### config.mk
export PLATFORM = sky130hd
export DESIGN_NAME = mscr_regs
export DESIGN_NICKNAME = d
export VERILOG_FILES = /design/src/core/mscr_pkg.sv /design/src/core/mscr_access_map.sv /design/src/core/mscr_bus_cycle.sv /design/src/core/mscr_regs.sv
export SDC_FILE = /design/constraint.sdc
export NUM_CORES = 1
export LEC_CHECK = 0
export ABC_AREA = 1
export BUFFER_PORTS_ARGS = -buffer_cell sky130_fd_sc_hd__clkbuf_2
export CAP_MARGIN = 20
export CORE_ASPECT_RATIO = 1.5
export CORE_MARGIN = 5
export CORE_UTILIZATION = 25
export CTS_BUF_LIST = sky130_fd_sc_hd__clkbuf_4 sky130_fd_sc_hd__clkbuf_8
export CTS_CLUSTER_SIZE = 10
export DETAILED_ROUTE_END_ITERATION = 8
export SLEW_MARGIN = 25
export SYNTH_ARGS = -nofsm -noshare
export SYNTH_HDL_FRONTEND = slang
export SYNTH_SLANG_ARGS = --single-unit
### constraint.sdc
create_clock -name clk_in -period 2 [get_ports clk_in]
set_input_delay 0.1 -clock clk_in [delete_from_list [all_inputs] [get_ports clk_in]]
set_output_delay 0.1 -clock clk_in [all_outputs]
set_load 0.05 [all_outputs]
### src/core/mscr_pkg.sv
// mscr_pkg: offsets, reset values, field positions and bus timing for the
// mode and system control register bank.
// assumes: used by every file of the bank through mscr_pkg::*.
package mscr_pkg;
  // register addresses, lower 16 bits of the internal bus address
  localparam logic [15:0] MSCR_ADDR_PERIPH_SEL = 16'hFFC3;
  localparam logic [15:0] MSCR_ADDR_SYS_CTRL = 16'hFFC4;
  localparam logic [15:0] MSCR_ADDR_MODE_STAT = 16'hFFC5;
  // reset values
  localparam logic [7:0] MSCR_PERIPH_SEL_RST = 8'h00;
  localparam logic [7:0] MSCR_SYS_CTRL_RST = 8'h09;
  localparam logic [7:0] MSCR_MODE_STAT_RST = 8'h03;
  // system control field positions
  localparam int MSCR_SC_CHIP_SELECT2_ENABLE = 7;
  localparam int MSCR_SC_ALT_STROBE_ENABLE = 6;
  localparam int MSCR_SC_IRQ_CTRL_MODE_HI = 5;
  localparam int MSCR_SC_IRQ_CTRL_MODE_LO = 4;
  localparam int MSCR_SC_RESET_SOURCE_FLAG = 3;
  localparam int MSCR_SC_NMI_EDGE_SELECT = 2;
  localparam int MSCR_SC_HOST_IF_ENABLE = 1;
  localparam int MSCR_SC_RAM_ENABLE = 0;
  // software-writable bits of system control
  localparam logic [7:0] MSCR_SC_WR_MASK = 8'hC7;
  // peripheral access select field positions
  localparam int MSCR_PS_TWOWIRE_CTRL_HI = 6;
  localparam int MSCR_PS_TWOWIRE_CTRL_LO = 5;
  localparam int MSCR_PS_TWOWIRE_MASTER_ENABLE = 4;
  localparam int MSCR_PS_USB_ACCESS_ENABLE = 2;
  localparam int MSCR_PS_INT_CLK_SEL_HI = 1;
  localparam int MSCR_PS_INT_CLK_SEL_LO = 0;
  // mode status register layout
  localparam int MSCR_MS_MODE_STATUS_HI = 1;
  localparam int MSCR_MS_MODE_STATUS_LO = 0;
  // peripheral bus cycle length in states
  localparam int MSCR_BUS_STATES = 3;
  localparam logic [1:0] MSCR_BUS_LAST = 2'(MSCR_BUS_STATES - 1);
  // operating modes decoded from the straps
  typedef enum logic [1:0] {
    MSCR_MODE0,
    MSCR_MODE1,
    MSCR_MODE2,
    MSCR_MODE3
  } mscr_mode_e;
endpackage : mscr_pkg

### src/core/mscr_access_map.sv
// mscr_access_map: decodes which peripheral owns a shared address and
// whether timer and usb register access is allowed.
// assumes: purely combinational, fed from the bank's own registers.
`timescale 1ns/10ps
`default_nettype none
module mscr_access_map
  import mscr_pkg::*;
(
  // controls
  input wire logic host_if_enable_in,
  input wire logic twowire_master_enable_in,
  input wire logic usb_access_enable_in,
  // address
  input wire logic [15:0] addr_in,
  // selects
  output logic timer_access_out,
  output logic serial_channel0_sel_out,
  output logic twowire_channel0_sel_out,
  output logic twowire_channel1_sel_out,
  output logic pulse_width_dac_sel_out,
  output logic usb_access_out
);
  function automatic logic pair_hit(input logic [15:0] a, input logic [15:0] b0, input logic [15:0] b1);
    pair_hit = (a[15:1] == b0[15:1]) || (a[15:1] == b1[15:1]);
  endfunction
  logic shared_d8;
  logic timer_area;
  assign shared_d8 = pair_hit(addr_in, 16'hFFD8, 16'hFFDE);
  assign timer_area = (addr_in >= 16'hFFF0 && addr_in <= 16'hFFF7) || addr_in >= 16'hFFFC;
  assign timer_access_out = timer_area && !host_if_enable_in;
  assign serial_channel0_sel_out = shared_d8 && !twowire_master_enable_in;
  assign twowire_channel0_sel_out = shared_d8 && twowire_master_enable_in;
  assign twowire_channel1_sel_out = pair_hit(addr_in, 16'hFF88, 16'hFF8E) && twowire_master_enable_in;
  assign pulse_width_dac_sel_out = pair_hit(addr_in, 16'hFFA0, 16'hFFA6) && twowire_master_enable_in;
  assign usb_access_out = usb_access_enable_in;
endmodule : mscr_access_map
`default_nettype wire

### src/core/mscr_bus_cycle.sv
// mscr_bus_cycle: paces one peripheral access over three states.
// assumes: a request is held steady from its first state to the done pulse.
`timescale 1ns/10ps
`default_nettype none
module mscr_bus_cycle
  import mscr_pkg::*;
(
  // clock and reset
  input wire logic clk_in,
  input wire logic rst_in,
  input wire logic clk_en_in,
  // request
  input wire logic req_in,
  // pacing
  output logic first_state_out,
  output logic last_state_out
);
  logic [1:0] state_cnt;
  always_ff @(posedge clk_in or posedge rst_in) begin
    if (rst_in) begin
      state_cnt <= 2'h0;
    end else if (clk_en_in) begin
      if (!req_in || state_cnt == MSCR_BUS_LAST) begin
        state_cnt <= 2'h0;
      end else begin
        state_cnt <= state_cnt + 2'h1;
      end
    end
  end
  assign first_state_out = req_in && state_cnt == 2'h0;
  assign last_state_out = req_in && state_cnt == MSCR_BUS_LAST;
endmodule : mscr_bus_cycle
`default_nettype wire

### src/core/mscr_regs.sv
// mscr_regs: mode status, system control and peripheral access select bank.
// assumes: wdt_reset_in pulses with rst_in when the watchdog caused the reset;
// the cpu holds bus requests for the whole three-state cycle.
`timescale 1ns/10ps
`default_nettype none
module mscr_regs
  import mscr_pkg::*;
#(
  parameter bit SINGLE_TEST_PIN = 1'b0
) (
  // clock, reset, standby
  input wire logic clk_in,
  input wire logic rst_in,
  input wire logic clk_en_in,
  input wire logic hw_standby_in,
  input wire logic wdt_reset_in,
  // mode straps
  input wire logic mode_strap_hi_in,
  input wire logic mode_strap_lo_in,
  input wire logic test_n_in,
  // peripheral bus
  input wire logic bus_req_in,
  input wire logic bus_wr_in,
  input wire logic [15:0] bus_addr_in,
  input wire logic [7:0] bus_wdata_in,
  output logic [7:0] bus_rdata_out,
  output logic bus_hit_out,
  output logic bus_done_out,
  // system controls
  output mscr_mode_e mode_out,
  output logic ram_enable_out,
  output logic nmi_edge_select_out,
  output logic [1:0] irq_ctrl_mode_out,
  output logic chip_select2_enable_out,
  output logic alt_strobe_enable_out,
  output logic [1:0] twowire_ctrl_out,
  output logic [1:0] int_clk_sel_out,
  // access selects
  output logic timer_access_out,
  output logic serial_channel0_sel_out,
  output logic twowire_channel0_sel_out,
  output logic twowire_channel1_sel_out,
  output logic pulse_width_dac_sel_out,
  output logic usb_access_out
);
  initial begin
    if (SINGLE_TEST_PIN !== 1'b0 && SINGLE_TEST_PIN !== 1'b1) begin
      $error("SINGLE_TEST_PIN must be 0 or 1");
    end
  end

  logic [7:0] system_control;
  logic [7:0] peripheral_access_select;
  logic [1:0] mode_status;
  logic rst_was_wdt;
  logic first_state;
  logic last_state;
  logic sel_ps;
  logic sel_sc;
  logic sel_ms;
  logic [1:0] strap_lv;

  mscr_bus_cycle u_cycle (
    .clk_in(clk_in),
    .rst_in(rst_in),
    .clk_en_in(clk_en_in),
    .req_in(bus_req_in),
    .first_state_out(first_state),
    .last_state_out(last_state)
  );

  assign sel_ps = bus_addr_in == MSCR_ADDR_PERIPH_SEL;
  assign sel_sc = bus_addr_in == MSCR_ADDR_SYS_CTRL;
  assign sel_ms = bus_addr_in == MSCR_ADDR_MODE_STAT;
  assign bus_hit_out = bus_req_in && (sel_ps || sel_sc || sel_ms);
  assign bus_done_out = last_state;

  always_comb begin
    if (SINGLE_TEST_PIN) begin
      strap_lv = {test_n_in, test_n_in};
    end else begin
      strap_lv = {mode_strap_hi_in, mode_strap_lo_in};
    end
  end
  assign mode_out = mscr_mode_e'(strap_lv);

  // watchdog cause captured in a clocked process, since reset may not load a port
  always_ff @(posedge clk_in) begin
    if (rst_in) begin
      rst_was_wdt <= wdt_reset_in;
    end
  end

  always_ff @(posedge clk_in or posedge rst_in) begin
    if (rst_in) begin
      mode_status <= MSCR_MODE_STAT_RST[1:0];
    end else if (clk_en_in && first_state && !bus_wr_in && sel_ms) begin
      mode_status <= strap_lv;
    end
  end

  // system control reset and standby load
  always_ff @(posedge clk_in or posedge rst_in) begin
    if (rst_in) begin
      system_control <= MSCR_SYS_CTRL_RST;
    end else if (hw_standby_in) begin
      system_control <= MSCR_SYS_CTRL_RST;
    end else if (clk_en_in && last_state && bus_wr_in && sel_sc) begin
      system_control <= (system_control & ~MSCR_SC_WR_MASK) | (bus_wdata_in & MSCR_SC_WR_MASK);
    end
  end

  // peripheral access select clear and write
  always_ff @(posedge clk_in or posedge rst_in) begin
    if (rst_in) begin
      peripheral_access_select <= MSCR_PERIPH_SEL_RST;
    end else if (hw_standby_in) begin
      peripheral_access_select <= MSCR_PERIPH_SEL_RST;
    end else if (clk_en_in && last_state && bus_wr_in && sel_ps) begin
      peripheral_access_select <= bus_wdata_in;
    end
  end

  always_comb begin
    bus_rdata_out = 8'h00;
    if (bus_req_in && !bus_wr_in) begin
      if (sel_ps) begin
        bus_rdata_out = peripheral_access_select;
      end else if (sel_sc) begin
        bus_rdata_out = system_control;
        bus_rdata_out[MSCR_SC_RESET_SOURCE_FLAG] = !rst_was_wdt;
      end else if (sel_ms) begin
        bus_rdata_out = {6'h00, mode_status};
      end
    end
  end

  assign ram_enable_out = system_control[MSCR_SC_RAM_ENABLE];
  assign nmi_edge_select_out = system_control[MSCR_SC_NMI_EDGE_SELECT];
  assign irq_ctrl_mode_out = {system_control[MSCR_SC_IRQ_CTRL_MODE_HI], system_control[MSCR_SC_IRQ_CTRL_MODE_LO]};
  // passed out; software keeps them low
  assign chip_select2_enable_out = system_control[MSCR_SC_CHIP_SELECT2_ENABLE];
  assign alt_strobe_enable_out = system_control[MSCR_SC_ALT_STROBE_ENABLE];
  assign twowire_ctrl_out = {peripheral_access_select[MSCR_PS_TWOWIRE_CTRL_HI],
                             peripheral_access_select[MSCR_PS_TWOWIRE_CTRL_LO]};
  assign int_clk_sel_out = {peripheral_access_select[MSCR_PS_INT_CLK_SEL_HI],
                            peripheral_access_select[MSCR_PS_INT_CLK_SEL_LO]};

  mscr_access_map u_map (
    .host_if_enable_in(system_control[MSCR_SC_HOST_IF_ENABLE]),
    .twowire_master_enable_in(peripheral_access_select[MSCR_PS_TWOWIRE_MASTER_ENABLE]),
    .usb_access_enable_in(peripheral_access_select[MSCR_PS_USB_ACCESS_ENABLE]),
    .addr_in(bus_addr_in),
    .timer_access_out(timer_access_out),
    .serial_channel0_sel_out(serial_channel0_sel_out),
    .twowire_channel0_sel_out(twowire_channel0_sel_out),
    .twowire_channel1_sel_out(twowire_channel1_sel_out),
    .pulse_width_dac_sel_out(pulse_width_dac_sel_out),
    .usb_access_out(usb_access_out)
  );
endmodule : mscr_regs
`default_nettype wire

# Word level (Yosys, flattened, before mapping)
# Index checks and enable logic that the tools add are counted.
# op_classes
eq_ne	10
bitwise_logic	1
n_addsub	1
mux	9
reduce_logical	32
order_cmp	3
# ops
cell	n
$eq A15 B15 Y1 const B	6
$mux W8	7
$eq A16 B16 Y1 const B	3
$ge A16 B16 Y1 const B	2
$logic_and A1 B1 Y1	17
$le A16 B16 Y1 const B	1
$or A6 B8 Y8	1
$logic_or A1 B1 Y1	7
$logic_not A1 Y1	5
$mux W2	2
$reduce_bool A2 Y1	2
$add A2 B1 Y2 const B	1
$eq A2 B2 Y1 const B	1
$logic_not A2 Y1	1
# word_totals
register_bits	21
output_inout_bits	28
word_cells	61
input_bits	34

# Logic depth before layout (Yosys ltp)
# logic_depth
ltp_word	7
ltp_mapped	11

# Cells and area by module
# A second synthesis with hierarchy kept.
# unflattened
cells_unflattened	219
hier_area_um2	1456.4
# modules_own_cells
module	area_each_um2	instances	seq_area_each_um2	cells_each
mscr_regs	1116.1	1	409.1	158
mscr_access_map	191.4	1	0.0	38
mscr_bus_cycle	148.9	1	50.0	23

# Least setup slack after synthesis
# OpenSTA, ideal clock, no wires.
# synth_path
kind	reg-to-output
start	register system_control[1]
end	output port timer_access_out
t_required_ns	1.900
setup_slack_ns	-0.130
stages_incl_launch_ff	4
arrival_ns	2.030
path_buffers	0
cell_sequence	dfrtp_1 > inv_1 > nand3_1 > nor4_1
# synth_between
elab_chain_cells	2
# synth_rtl
item	line_no	rtl
from (decl)	mscr_regs.sv:52	logic [7:0] system_control;
from (signal assigned)	mscr_regs.sv:109	system_control <= (system_control & ~MSCR_SC_WR_MASK) | (bus_wdata_in & MSCR_SC_WR_MASK);
$logic_not A1 Y1	mscr_access_map.sv:30	assign timer_access_out = timer_area && !host_if_enable_in;
$logic_and A1 B1 Y1	mscr_access_map.sv:30	
to (decl)	mscr_regs.sv:39	output logic timer_access_out,
# No other way between the ends.

# Worst setup path in the final report
# layout_path
start	register u_cycle.state_cnt[0]
end	register peripheral_access_select[2]
# layout_between
elab_chain_cells	6
# layout_rtl
item	line_no	rtl
from (decl)	mscr_bus_cycle.sv:18	logic [1:0] state_cnt;
from (signal assigned)	mscr_bus_cycle.sv:26	state_cnt <= state_cnt + 2'h1;
$eq A2 B2 Y1	mscr_bus_cycle.sv:31	assign last_state_out = req_in && state_cnt == MSCR_BUS_LAST;
$logic_and A1 B1 Y1	mscr_bus_cycle.sv:31	
$logic_and A1 B1 Y1 (3 in a row)	mscr_regs.sv:119	end else if (clk_en_in && last_state && bus_wr_in && sel_ps) begin
$reduce_bool A2 Y1 (no source line)	-	
to (signal assigned)	mscr_regs.sv:120	peripheral_access_select <= bus_wdata_in;
to (decl)	mscr_regs.sv:53	logic [7:0] peripheral_access_select;
# No other way between the ends.
# A chain may end at the register's enable or synchronous reset.

==> flow_metrics.tcl <==
set metrics [dict create \
    yosys_warnings 0 \
    drv_slew 0 \
    internal-power_uw 608 \
    tritoncts "done" \
    ys_types 28 \
    critPathMaxFanout 5 \
    cap_viol_max_count 0 \
    path_depth 11 \
    reg2reg_depth 11 \
    die-area_um2 6930 \
    hold_viol 0 \
    clockRootBuffer "clkbuf_8" \
    synth_async_sr_flop_share_pct 94.4 \
    die_y_um 99.5 \
    layout_common_cells "clkbuf_2, nand2_1, inv_1" \
    n_fill_cell 576 \
    num_vias 1353 \
    grt_usage_pct 10.7 \
    core-area_um2 5160 \
    critPathSlowestCell "dfrtp_1" \
    clock_skew_ns 0.00118 \
    postSynthAreaPerCell_um2 6.81 \
    overflow 0 \
    start_kind "flop" \
    antenna_found_initial 0 \
    seq_area_um2 459 \
    swShare_pct 29.2 \
    crit_type "reg2reg" \
    grt_pass1_wl_mm 6.07 \
    synth-edff-count 1 \
    cp.required_ns 2.16 \
    viasPerCell 4.24 \
    grt_max_degree 18 \
    end_kind "flop" \
    hold_path.class "in2reg" \
    path_cells "inv_1, ha_1, nand2_1, inv_1, nand3_2, inv_1, nand3_1, nand2_2, inv_2, nand2_1, nand2_1" \
    finalNetCount 288 \
    cts_resized 0 \
    finalSetupTns_ns 0 \
    syn_to_final_growth_pct 28.4 \
    slew_headroom_pct 53.9 \
    gp_congestion 0.843 \
    initial_core_util_pct 25.8 \
    hold_path_depth 1 \
    ys_seq_elements 18 \
    htreeDepth 1 \
    seqPwrFrac_pct 44.8 \
    wl_per_cell_um 11.2 \
    cts.sinks 18 \
    finalCritPeriodShare_pct 78.1 \
    clock_power_share_pct 36.1 \
    grt_pass1_vias 1347 \
    post-route-util_pct 33.2 \
    yosys_most_used_dff "dfrtp_1" \
    cts.path.max_buffers 2 \
    rsz0062_at_grt "no" \
    drtIter0Drc 32 \
    drc 0 \
    synth-seq-area-share_pct 34.4 \
    synthCells 196 \
    cts_buffers 3 \
    p_sw_uw 250 \
    dp_hpwl_mm 3.02 \
    path_clk_slew_ns 0.07 \
    layout_commonest_cell "clkbuf_2" \
    worst_slew_pin_slew_ns 0.691 \
    p_per_area_nw_per_um2 501 \
    multi_input_area_um2 672 \
    drive_gt1_share_pct 35.1 \
    num_io_pins 62 \
    ant_nets 0 \
    syn_area_um2 1340 \
    worst-path-buf-inv 4 \
    pwr-share-comb_pct 19.1 \
    insertion_delay_ns 0.26 \
    fin_crit_ns 1.56 \
    die_x_um 69.7 \
    antenna_cells 0 \
    cpPeakStageDelay_ns 0.36 \
    arrival_ns 1.72 \
    worst_ir_drop_vdd_mv 0.354 \
    p_leak_uw 0.00101 \
    outcome "completed" \
    fmax_mhz 640 \
    fp-row-count 32 \
    firstDrtPassIters 5 \
    numPortBuffers 58 \
    routed_wirelength_mm 3.56 \
    setup_viol 0 \
    cp_top_family "simple AND/OR/NAND/NOR gates" \
]
## logic make-up (layout without fill, tap and decap cells)
| group | after synthesis | after routing | synth area share, % |
|---|---|---|---|
| compound gates | 15 | 15 | 5.81 |
| xor+xnor | 1 | 1 | 0.656 |
| fa+ha+maj | 2 | 2 | 1.87 |
| buf+inv | 47 | 101 | 16.0 |
| flops | 18 | 18 | 34.4 |
| other cells | 1 | 2 | 0.281 |
| simple gates | 112 | 112 | 41.0 |
## metrics by stage
stage	total power, uW	setup WS (ns)	std cells	hold WS, ns	area, um2
after floorplan	497	0.240	197	0.0239	1350
after global placement	554	0.411	314	0.237	1650
after detailed placement	556	0.407	314	0.255	1650
after CTS	870	0.403	319	0.00941	1710
after global routing	903	0.283	319	0.00218	1710
final	858	0.437	319	0.0122	1710
## power by group through the flow
stage	clock network (uW)	logic (uW)	registers, uW
after floorplan	0	99.4	397
after global placement	0	163	391
after detailed placement	0	165	391
after CTS	319	167	384
after global routing	332	186	385
final	310	164	384
## layer usage
metal	global-route usage, %	wire (um)	vias to the layer above	share of wire [%]
met5	0	0	-	0
met1	11.7	1430	599	40
met4	3.54	53	0	1.5
li1	-	-	700	-
met2	19.9	1820	47	51
met3	2.63	256	7	7.2
## timing repair
| action | 4_1_cts | 5_1_grt |
|---|---|---|
| setup buffers | 0 | 0 |
| hold endpoints to repair | 14 | 0 |
| hold buffers | 1 | 0 |
## registers in the layout, summed over array words and instances (netlist names)
name                      count
peripheral_access_select      8
system_control                5
rst_was_wdt                   1
mode_status                   2
u_cycle.state_cnt             2
## final cells by class
cell class	instances	share of cell area [%]
repair buffers	59	17.5
well taps	68	4.96
clock buffers	4	3.21
flip-flops and latches	18	26.8
inverters	38	8.32
multi-input cells	132	39.2
## synthesized netlist by cell type (2+ instances only)
| master | number | share of area (%) |
|---|---|---|
| nand2_2 | 4 | 1.9 |
| o21ai_0 | 6 | 2.2 |
| nor3_1 | 3 | 1.1 |
| buf_4 | 8 | 4.5 |
| nor2_2 | 2 | 0.94 |
| a21oi_1 | 4 | 1.5 |
| dfstp_2 | 3 | 5.9 |
| nand3_1 | 16 | 6.0 |
| clkinv_1 | 2 | 0.56 |
| nand2_4 | 2 | 1.7 |
| o21ai_1 | 4 | 1.5 |
| inv_2 | 7 | 2.0 |
| inv_1 | 29 | 8.2 |
| nand2_1 | 57 | 16 |
| nor2_1 | 16 | 4.5 |
| dfrtp_1 | 14 | 26 |
| ha_1 | 2 | 1.9 |
| nor2_4 | 4 | 3.4 |
| nand4_1 | 3 | 1.4 |
| nand3_2 | 2 | 1.5 |
## path summary, 6_finish.rpt
| path | from | end | slack (ns) |
|---|---|---|---|
| worst max-delay path | u_cycle.state_cnt[0] | peripheral_access_select[2] | 0.44 |
| worst min-delay path | wdt_reset_in | rst_was_wdt | 0.01 |
| worst max register to register | u_cycle.state_cnt[0] | peripheral_access_select[2] | 0.44 |
| worst min register to register | mode_status[0] | mode_status[0] | 0.46 |
| max in group asynchronous | rst_in | peripheral_access_select[2] | 1.08 |
| min in group asynchronous | rst_in | system_control[7] | 0.49 |
## worst register-to-register path, stage by stage (launching register included)
cell	delay (ns)
dfrtp_1	0.36
inv_1	0.11
ha_1	0.18
nand2_1	0.05
inv_1	0.08
nand3_2	0.15
inv_1	0.13
nand3_1	0.10
nand2_2	0.13
inv_2	0.08
nand2_1	0.06
nand2_1	0.05
No activity file was read; power rests on OpenSTA's default activity.
